### src/mmpt_pkg.sv
// motor pwm timer package: widths, modes, configuration structs
// assumes a single clock domain and configuration held stable by the system
package mmpt_pkg;

   localparam int CNT_W = 16;
   localparam int NUM_CH = 4;
   localparam int NUM_PAIR = 3;
   localparam int DT_W = 8;

   // reset values of counter state
   localparam logic [CNT_W-1:0] CNT_RST = 16'h0000;
   localparam logic [DT_W-1:0] DT_RST = 8'h00;

   // counting shape of the time base
   typedef enum logic
   {
      MMPT_EDGE = 1'b0,
      MMPT_CENTER = 1'b1
   } mmpt_cnt_mode_t;

   // how the trigger acts on the counter
   typedef enum logic [2:0]
   {
      MMPT_SLV_OFF = 3'h0,
      MMPT_SLV_RESET = 3'h1,
      MMPT_SLV_GATE = 3'h2,
      MMPT_SLV_START = 3'h3,
      MMPT_SLV_ENC = 3'h4
   } mmpt_slave_t;

   // per-channel function
   typedef enum logic [1:0]
   {
      MMPT_CH_CAPTURE = 2'h0,
      MMPT_CH_COMPARE = 2'h1,
      MMPT_CH_PWM = 2'h2
   } mmpt_ch_mode_t;

   // run state, gray along idle -> run -> done
   typedef enum logic [1:0]
   {
      MMPT_ST_IDLE = 2'b00,
      MMPT_ST_RUN = 2'b01,
      MMPT_ST_DONE = 2'b11
   } mmpt_state_t;

   // timer-wide configuration
   typedef struct packed
   {
      logic enable;
      mmpt_cnt_mode_t cnt_mode;
      logic one_pulse;
      mmpt_slave_t slave;
      logic trig_sel;
      logic trig_pol;
      logic [CNT_W-1:0] period;
      logic [CNT_W-1:0] prescale;
      logic [DT_W-1:0] dead_time;
   } mmpt_cfg_t;

   // one channel's configuration
   typedef struct packed
   {
      mmpt_ch_mode_t mode;
      logic pol;
      logic both_edges;
      logic [CNT_W-1:0] cmp;
   } mmpt_ch_cfg_t;

endpackage

### src/mmpt_timer.sv
// advanced motor-control timer: counter, four channels, dead-time pairs
// assumes configuration is static while used and all pins synchronous
`timescale 1ns/1ps
module mmpt_timer (
   // clock and reset
   input wire logic ref_clk_i,
   input wire logic srst_i,
   // configuration
   input wire mmpt_pkg::mmpt_cfg_t cfg_i,
   input wire mmpt_pkg::mmpt_ch_cfg_t [mmpt_pkg::NUM_CH-1:0] ch_cfg_i,
   // pins and links
   input wire logic [mmpt_pkg::NUM_CH-1:0] ch_in_i,
   input wire logic ext_trig_i,
   input wire logic link_trig_i,
   // channel outputs
   output logic [mmpt_pkg::NUM_CH-1:0] ch_out_o,
   output logic [mmpt_pkg::NUM_PAIR-1:0] ch_out_n_o,
   // captures
   output logic [mmpt_pkg::CNT_W-1:0] cap_val_o [mmpt_pkg::NUM_CH],
   output logic [mmpt_pkg::NUM_CH-1:0] cap_stb_o,
   // status
   output logic [mmpt_pkg::CNT_W-1:0] count_o,
   output logic dir_o,
   output logic running_o,
   output logic update_o,
   output logic trig_out_o
);

   localparam int W = mmpt_pkg::CNT_W;
   localparam int N = mmpt_pkg::NUM_CH;
   localparam int P = mmpt_pkg::NUM_PAIR;

   // rising edge of a level against its previous sample
   function automatic logic rise(input logic cur, input logic prev);
      rise = cur & ~prev;
   endfunction

   mmpt_pkg::mmpt_state_t st_r, st_nxt;
   logic [W-1:0] cnt_r, cnt_nxt;
   logic [W-1:0] psc_r, psc_nxt;
   logic dir_r, dir_nxt;
   logic upd_r, upd_nxt;
   logic stp_r, stp_nxt;
   logic trig_prev_r;
   logic trig_lvl, trig_edge, tick, cnt_en;
   logic q_inc, q_dec;
   logic [N-1:0] in_prev_r;
   logic [N-1:0] ref_r, ref_nxt;
   logic [N-1:0] stb_r, stb_nxt;
   logic [W-1:0] cap_r [N];
   logic [W-1:0] cap_nxt [N];
   logic [P-1:0] pair_hi, pair_lo;
   logic out3_r;

   // trigger source: pin or a sibling timer's link
   assign trig_lvl = (cfg_i.trig_sel ? link_trig_i : ext_trig_i) ^ cfg_i.trig_pol;
   assign trig_edge = rise(trig_lvl, trig_prev_r);
   assign tick = (psc_r == cfg_i.prescale);

   // encoder uses channel inputs 0 and 1 as phases
   mmpt_quad_dec u_quad (
      .ref_clk_i(ref_clk_i),
      .srst_i(srst_i),
      .pha_i(ch_in_i[0]),
      .phb_i(ch_in_i[1]),
      .inc_o(q_inc),
      .dec_o(q_dec)
   );

   // run state and time base
   always_comb
   begin
      st_nxt = st_r;
      cnt_nxt = cnt_r;
      psc_nxt = psc_r;
      dir_nxt = dir_r;
      upd_nxt = 1'b0;
      stp_nxt = 1'b0;
      cnt_en = 1'b0;
      unique case (st_r)
         mmpt_pkg::MMPT_ST_IDLE:
         begin
            psc_nxt = '0;
            if (cfg_i.enable && cfg_i.slave != mmpt_pkg::MMPT_SLV_START)
            begin
               st_nxt = mmpt_pkg::MMPT_ST_RUN;
            end
            else if (cfg_i.enable && trig_edge)
            begin
               st_nxt = mmpt_pkg::MMPT_ST_RUN;
               cnt_nxt = mmpt_pkg::CNT_RST;
               dir_nxt = 1'b0;
            end
         end
         mmpt_pkg::MMPT_ST_RUN:
         begin
            if (cfg_i.slave == mmpt_pkg::MMPT_SLV_ENC)
            begin
               if (q_inc)
               begin
                  cnt_nxt = (cnt_r == cfg_i.period) ? '0 : cnt_r + 1'b1;
                  dir_nxt = 1'b0;
                  stp_nxt = 1'b1;
               end
               else if (q_dec)
               begin
                  cnt_nxt = (cnt_r == '0) ? cfg_i.period : cnt_r - 1'b1;
                  dir_nxt = 1'b1;
                  stp_nxt = 1'b1;
               end
            end
            else if (cfg_i.slave == mmpt_pkg::MMPT_SLV_RESET && trig_edge)
            begin
               cnt_nxt = '0;
               psc_nxt = '0;
               dir_nxt = 1'b0;
               upd_nxt = 1'b1;
               stp_nxt = 1'b1;
            end
            else
            begin
               // gate mode freezes the prescaler too, so no partial tick leaks
               cnt_en = (cfg_i.slave != mmpt_pkg::MMPT_SLV_GATE) || trig_lvl;
               if (cnt_en)
               begin
                  psc_nxt = tick ? '0 : psc_r + 1'b1;
               end
               if (cnt_en && tick)
               begin
                  stp_nxt = 1'b1;
                  if (cfg_i.cnt_mode == mmpt_pkg::MMPT_EDGE)
                  begin
                     dir_nxt = 1'b0;
                     if (cnt_r >= cfg_i.period)
                     begin
                        cnt_nxt = '0;
                        upd_nxt = 1'b1;
                     end
                     else
                     begin
                        cnt_nxt = cnt_r + 1'b1;
                     end
                  end
                  else if (!dir_r)
                  begin
                     if (cnt_r >= cfg_i.period)
                     begin
                        dir_nxt = (cfg_i.period != '0);
                        cnt_nxt = (cfg_i.period != '0) ? cfg_i.period - 1'b1 : '0;
                        upd_nxt = 1'b1;
                     end
                     else
                     begin
                        cnt_nxt = cnt_r + 1'b1;
                     end
                  end
                  else if (cnt_r == '0)
                  begin
                     dir_nxt = 1'b0;
                     cnt_nxt = (cfg_i.period != '0) ? 16'h0001 : '0;
                     upd_nxt = 1'b1;
                  end
                  else
                  begin
                     cnt_nxt = cnt_r - 1'b1;
                  end
               end
            end
            if (!cfg_i.enable)
            begin
               st_nxt = mmpt_pkg::MMPT_ST_IDLE;
            end
            else if (cfg_i.one_pulse && upd_nxt)
            begin
               st_nxt = mmpt_pkg::MMPT_ST_DONE;
            end
         end
         mmpt_pkg::MMPT_ST_DONE:
         begin
            // single pulse over: counter stopped until a new start
            psc_nxt = '0;
            if (!cfg_i.enable)
            begin
               st_nxt = mmpt_pkg::MMPT_ST_IDLE;
            end
            else if (cfg_i.slave == mmpt_pkg::MMPT_SLV_START && trig_edge)
            begin
               st_nxt = mmpt_pkg::MMPT_ST_RUN;
               cnt_nxt = '0;
               dir_nxt = 1'b0;
            end
         end
         default:
         begin
            st_nxt = mmpt_pkg::MMPT_ST_IDLE;
         end
      endcase
   end

   // time base registers
   always_ff @(posedge ref_clk_i)
   begin
      if (srst_i)
      begin
         st_r <= mmpt_pkg::MMPT_ST_IDLE;
         cnt_r <= mmpt_pkg::CNT_RST;
         psc_r <= '0;
         dir_r <= 1'b0;
         upd_r <= 1'b0;
         stp_r <= 1'b0;
         trig_prev_r <= 1'b1; // a level already high at release is not taken as an edge
      end
      else
      begin
         st_r <= st_nxt;
         cnt_r <= cnt_nxt;
         psc_r <= psc_nxt;
         dir_r <= dir_nxt;
         upd_r <= upd_nxt;
         stp_r <= stp_nxt;
         trig_prev_r <= trig_lvl;
      end
   end

   // per-channel capture, compare and pwm; no channel reads another's setting
   always_comb
   begin
      stb_nxt = '0;
      ref_nxt = ref_r;
      for (int i = 0; i < N; i++)
      begin
         cap_nxt[i] = cap_r[i];
         unique case (ch_cfg_i[i].mode)
            mmpt_pkg::MMPT_CH_CAPTURE:
            begin
               ref_nxt[i] = 1'b0;
               // both edges give the pulse width as a difference of captures
               if (ch_cfg_i[i].both_edges ? (ch_in_i[i] != in_prev_r[i]) :
                   (ch_cfg_i[i].pol ? rise(in_prev_r[i], ch_in_i[i]) : rise(ch_in_i[i], in_prev_r[i])))
               begin
                  cap_nxt[i] = cnt_r;
                  stb_nxt[i] = 1'b1;
               end
            end
            mmpt_pkg::MMPT_CH_COMPARE:
            begin
               if (st_r != mmpt_pkg::MMPT_ST_RUN)
               begin
                  ref_nxt[i] = ch_cfg_i[i].pol;
               end
               else if (stp_r && cnt_r == ch_cfg_i[i].cmp)
               begin
                  ref_nxt[i] = ~ref_r[i];
               end
            end
            mmpt_pkg::MMPT_CH_PWM:
            begin
               // stopped counter parks output low whatever its pol setting
               ref_nxt[i] = (st_r == mmpt_pkg::MMPT_ST_RUN) &&
                            ((cnt_r < ch_cfg_i[i].cmp) ^ ch_cfg_i[i].pol);
            end
            default:
            begin
               ref_nxt[i] = 1'b0;
            end
         endcase
      end
   end

   // channel registers
   always_ff @(posedge ref_clk_i)
   begin
      if (srst_i)
      begin
         in_prev_r <= '0;
         ref_r <= '0;
         stb_r <= '0;
         out3_r <= 1'b0;
         for (int i = 0; i < N; i++)
         begin
            cap_r[i] <= mmpt_pkg::CNT_RST;
         end
      end
      else
      begin
         in_prev_r <= ch_in_i;
         ref_r <= ref_nxt;
         stb_r <= stb_nxt;
         out3_r <= ref_r[N-1];
         for (int i = 0; i < N; i++)
         begin
            cap_r[i] <= cap_nxt[i];
         end
      end
   end

   // three phases on six pins, each pair with dead-time
   for (genvar g = 0; g < P; g++)
   begin : g_pair
      mmpt_deadtime #(
         .DT_W(mmpt_pkg::DT_W)
      ) u_dt (
         .ref_clk_i(ref_clk_i),
         .srst_i(srst_i),
         .en_i(cfg_i.enable && ch_cfg_i[g].mode != mmpt_pkg::MMPT_CH_CAPTURE),
         .ref_i(ref_r[g]),
         .dt_i(cfg_i.dead_time),
         .hi_o(pair_hi[g]),
         .lo_o(pair_lo[g])
      );
   end

   // outputs, all from flops except running_o, decoded from st_r
   assign ch_out_o = {out3_r, pair_hi};
   assign ch_out_n_o = pair_lo;
   assign cap_val_o = cap_r;
   assign cap_stb_o = stb_r;
   assign count_o = cnt_r;
   assign dir_o = dir_r;
   assign running_o = (st_r == mmpt_pkg::MMPT_ST_RUN);
   assign update_o = upd_r;
   assign trig_out_o = upd_r;

endmodule

### src/mmpt_deadtime.sv
// complementary output pair with dead-time insertion
// assumes ref_i is registered in the same clock domain
`timescale 1ns/1ps
module mmpt_deadtime #(
   parameter int DT_W = 8
) (
   // clock and reset
   input wire logic ref_clk_i,
   input wire logic srst_i,
   // control
   input wire logic en_i,
   input wire logic ref_i,
   input wire logic [DT_W-1:0] dt_i,
   // pair outputs
   output logic hi_o,
   output logic lo_o
);

   logic prev_r, prev_nxt;
   logic [DT_W-1:0] cnt_r, cnt_nxt;
   logic hi_r, hi_nxt;
   logic lo_r, lo_nxt;

   // any change of the reference first drops both sides
   always_comb
   begin
      prev_nxt = prev_r;
      cnt_nxt = cnt_r;
      hi_nxt = hi_r;
      lo_nxt = lo_r;
      if (!en_i)
      begin
         prev_nxt = ref_i;
         cnt_nxt = dt_i;
         hi_nxt = 1'b0;
         lo_nxt = 1'b0;
      end
      else if (ref_i != prev_r)
      begin
         prev_nxt = ref_i;
         cnt_nxt = dt_i;
         hi_nxt = 1'b0;
         lo_nxt = 1'b0;
      end
      else if (cnt_r != '0)
      begin
         cnt_nxt = cnt_r - 1'b1;
      end
      else
      begin
         hi_nxt = prev_r;
         lo_nxt = ~prev_r;
      end
   end

   // registers; both low out of reset
   always_ff @(posedge ref_clk_i)
   begin
      if (srst_i)
      begin
         prev_r <= 1'b0;
         cnt_r <= '0;
         hi_r <= 1'b0;
         lo_r <= 1'b0;
      end
      else
      begin
         prev_r <= prev_nxt;
         cnt_r <= cnt_nxt;
         hi_r <= hi_nxt;
         lo_r <= lo_nxt;
      end
   end

   assign hi_o = hi_r;
   assign lo_o = lo_r;

endmodule

### src/mmpt_quad_dec.sv
// quadrature decoder, four counts per encoder cycle
// assumes phase inputs already synchronous to the clock
`timescale 1ns/1ps
module mmpt_quad_dec (
   // clock and reset
   input wire logic ref_clk_i,
   input wire logic srst_i,
   // encoder phases
   input wire logic pha_i,
   input wire logic phb_i,
   // step pulses
   output logic inc_o,
   output logic dec_o
);

   logic pha_r, phb_r;
   logic inc_r, inc_nxt;
   logic dec_r, dec_nxt;
   logic cha, chb;

   // one phase moving decides direction; both at once is unresolvable and ignored
   always_comb
   begin
      cha = pha_i ^ pha_r;
      chb = phb_i ^ phb_r;
      inc_nxt = 1'b0;
      dec_nxt = 1'b0;
      if (cha ^ chb)
      begin
         inc_nxt = pha_r ^ phb_i;
         dec_nxt = ~(pha_r ^ phb_i);
      end
   end

   // phase history and registered steps
   always_ff @(posedge ref_clk_i)
   begin
      if (srst_i)
      begin
         pha_r <= 1'b0;
         phb_r <= 1'b0;
         inc_r <= 1'b0;
         dec_r <= 1'b0;
      end
      else
      begin
         pha_r <= pha_i;
         phb_r <= phb_i;
         inc_r <= inc_nxt;
         dec_r <= dec_nxt;
      end
   end

   assign inc_o = inc_r;
   assign dec_o = dec_r;

endmodule

### config.mk
export PLATFORM = sky130hd
export DESIGN_NAME = mmpt_timer
export DESIGN_NICKNAME = d
export VERILOG_FILES = /design/src/mmpt_pkg.sv /design/src/mmpt_timer.sv /design/src/mmpt_deadtime.sv /design/src/mmpt_quad_dec.sv
export SDC_FILE = /design/constraint.sdc
export NUM_CORES = 1
export LEC_CHECK = 0
export BUFFER_PORTS_ARGS = -buffer_cell sky130_fd_sc_hd__buf_4
export CAP_MARGIN = 20
export CORE_MARGIN = 2
export CORE_UTILIZATION = 56
export CTS_CLUSTER_SIZE = 8
export DETAILED_ROUTE_END_ITERATION = 7
export GPL_ROUTABILITY_DRIVEN = 1
export PLACE_DENSITY = 0.9
export SLEW_MARGIN = 10
export SYNTH_ARGS = -nofsm -noshare
export SYNTH_HDL_FRONTEND = slang
export SYNTH_HIERARCHICAL = 1
export SYNTH_SLANG_ARGS = --single-unit
### constraint.sdc
create_clock -name ref_clk_i -period 3.99 [get_ports ref_clk_i]
set_input_delay 0.1995 -clock ref_clk_i [delete_from_list [all_inputs] [get_ports ref_clk_i]]
set_output_delay 0.1995 -clock ref_clk_i [all_outputs]
set_load 0.005 [all_outputs]
==> run metrics <==
Hold-fix buffers, CTS=0; largest family of logic cells by synthesized area=simple AND/OR/NAND/NOR gates; share of cells above drive strength 1=0.221; row cnt=50; # setup viols final=0; switching power=between 1000 and 1500 uW; vias in the first global route=around 10,000; Routed Antenna Nets=0; layout overhead on the synthesized area=24.7%; P_int=~2700 uW; Port Buffer Count=230; reg2reg start=count_o[13]$_SDFFE_PP0P_; HPWL after DPL=~25,000 um; first-pass GRT wire length=around 53,000 um; setup_tns=0 ps; crit path from=count_o[13]$_SDFFE_PP0P_; initial antenna violation count=0; uppermost layer routed=met4; count leader, synth=nor2_1; Gates resized, CTS repair=0; routed wl met2=~16,000 um; CTS tree=yes; Tightest Hold Check Type=input pin to register; H-tree depth=4; Worst VDD drop=around 400 uV; Reg power frac=0.403; diode count=0; Setup CP Type=register to register; vias=about 11,000; Worst-path clk slew=80 ps; Crit Path Max Fanout=16; Post-synth top cells=165 x nor2_1, 152 x dfxtp_1, 116 x ha_1, 112 x inv_1, 79 x a21oi_1; post-synthesis mux area share=0.0679; Max Fclk=between 0.3 and 0.4 GHz; effective utilization at floorplan=0.566; Post-Synthesis Net Count=1,526; CP max stage cell=nand4_1; GP Congestion=slightly above 1; Synth Area in Adders=0.138; Routed WL per cell=19.5 um; largest net degree at the start of global routing=87; maxcap violations=0; Cell variety after synth=75; LEAKAGE=0.00636 uW; Max Transition Viols Final=0; Avg Cell Area, Syn=slightly above 8 um2; CP max stage delay=680 ps; final hold viol count=0; Async S/R FF share, synth=0; HP Start=ch_in_i[3]; Placed Cells=1,707; Synth Area in Compound Gates=0.160; Yosys top cell area share=0.290; power density over cell area=a little over 300 nW/um2; setup bufs post-CTS=0; # IOs=around 230; Die W=between 100 and 150 um; CP arrival=3410 ps; post-layout net count=1,744; Buf/Inv on CP=0; Main synth FF type=dfxtp_1; Synth area leaders=dfxtp_1 29%, ha_1 14%, nor2_1 5.9%; die area=around 20,000 um2; met1 WL=~13,000 um; Top Family by Delay on Critical Path=simple AND/OR/NAND/NOR gates; Worst setup EP type=register; CTS max path bufs=2; Pre-antenna DRT Iters=7; Post-synth EDFFs=0; detailed-route vias per instance=approximately 6.2; RSZ-0062 raised after global routing=no; Total Routing Usage GR=0.337; Initial DRC Count=roughly 1,100; GR Overflow Total=0; post-route insts no fill=~1,700; status=finished clean; Seq cells post-synth=around 150; synthesized cell area=10,500 um2; Yosys Warn Count=6; Clock Sinks=~150; Slew HR=0.426; cts bufs inserted=17; clk_lat worst skew=440 ps; post-synthesis xor/xnor area fraction=0.0717; combinational fraction of design power=0.178; Syn Inst Count=about 1,300; Yosys top cell by area=dfxtp_1; Clk pwr share=0.419; CTS root buf=clkbuf_16; total power=~4000 uW; Switching Share=0.313; startpoint types=register; Total Routed Length=33,900 um; CP Cell Sequence=ha_1 > and4_1 > nand2_1 > a311o_1 > nand3_1 > nand4_1 > o211ai_1 > a32o_1; core area=18,600 um2; period utilization=0.761; DIE HEIGHT=roughly 140 um; clk_skew=between 10 and 15 ps; # DRC=0; met3 WL=3290 um; fin util=0.705; post-layout minimum cycle time=about 3000 ps; sequential cell area fraction in the yosys report=0.290; Worst EP required=4370 ps; worst-margin pin slew=around 860 ps; post-synthesis simple-gate area fraction=0.209
==> metal layers <==
metal / GRT usage / vias up
met5: 0 / -
met4: 0.157 / 0
met3: 0.0703 / 127
met2: 0.581 / 598
met1: 0.402 / 5029
li1: - / 4941
==> stage by stage <==
stage                     setup slack [ps]  area (um2)  hold WS [ps]
after floorplan                       1160       10500           271
after global placement                1110       12500           445
after detailed placement              1040       12500           448
after CTS                             1040       13100          14.3
after global routing                   729       13100          37.2
final                                  952       13100          19.6
==> kinds of logic after synthesis <==
logic type | after synthesis
xor gates and xnor gates | 86
muxes | 69
buffers and inverters | 172
DFF | 152
AOI/OAI and AO/OA | 241
adders and majority gates | 116
and+or+nand+nor | 438
==> placed cells by master (no fill, tap or decap), types with 24 or more instances in the layout <==
cell type	synthesis	routed
o21ai_0	24	24
buf_4	2	259
nand3b_1	24	24
nor2_1	165	165
dfxtp_1	152	152
xnor2_1	40	40
nand3_1	37	37
a21oi_1	79	79
mux2i_1	60	60
xor2_1	46	46
o221ai_1	27	27
inv_1	112	112
nand2_1	76	76
ha_1	116	116
==> path summary, 6_finish.rpt <==
path	cells after the start	end	slack (ps)
hold reg to reg	2	g_pair[0].u_dt/lo_o$_SDFFE_PP0N_	460
setup / recovery	8	count_o[8]$_SDFFE_PP0P_	950
setup reg to reg	8	count_o[8]$_SDFFE_PP0P_	950
hold / removal	3	in_prev_r[3]$_SDFF_PP0_	20
==> worst reg2reg max path, cell delays in order (launching register included) <==
cell      delay [ps]
dfxtp_1          640
ha_1             210
and4_1           240
nand2_1           90
a311o_1          310
nand3_1          110
nand4_1          680
o211ai_1         450
a32o_1           240
==> power groups by stage <==
stage | registers, uW | logic, uW | clock network [uW]
3_3_place_gp | 1630 | 659 | 0
2_1_floorplan | 1630 | 437 | 0
5_1_grt | 1610 | 769 | 1740
4_1_cts | 1600 | 693 | 1690
3_5_place_dp | 1640 | 682 | 0
6_report | 1600 | 709 | 1670
==> cell type report <==
cell class                 count  area (um2)
sequential                   152        3040
tap                          234         293
multi-input combinational    950        6790
timing repair buffer         259        1940
fill                        1367        5470
inverter                     112         420
clock buffer                  17         425
clock inverter                15         191
==> flip-flops by register name, indices dropped and copies added (netlist names) <==
signal              count
g_pair.u_dt/lo_o        3
trig_out_o              1
u_quad/phb_r            1
in_prev_r               4
st_r                    2
psc_r                  16
count_o                16
g_pair.u_dt/hi_o        3
dir_o                   1
cap_val_o              64
ref_r                   4
u_quad/pha_r            1
trig_prev_r             1
g_pair.u_dt/prev_r      3
stp_r                   1
out3_r                  1
cap_stb_o               4
u_quad/dec_o            1
g_pair.u_dt/cnt_r      24
u_quad/inc_o            1
Note: power is estimated with default switching activity, not from simulation.
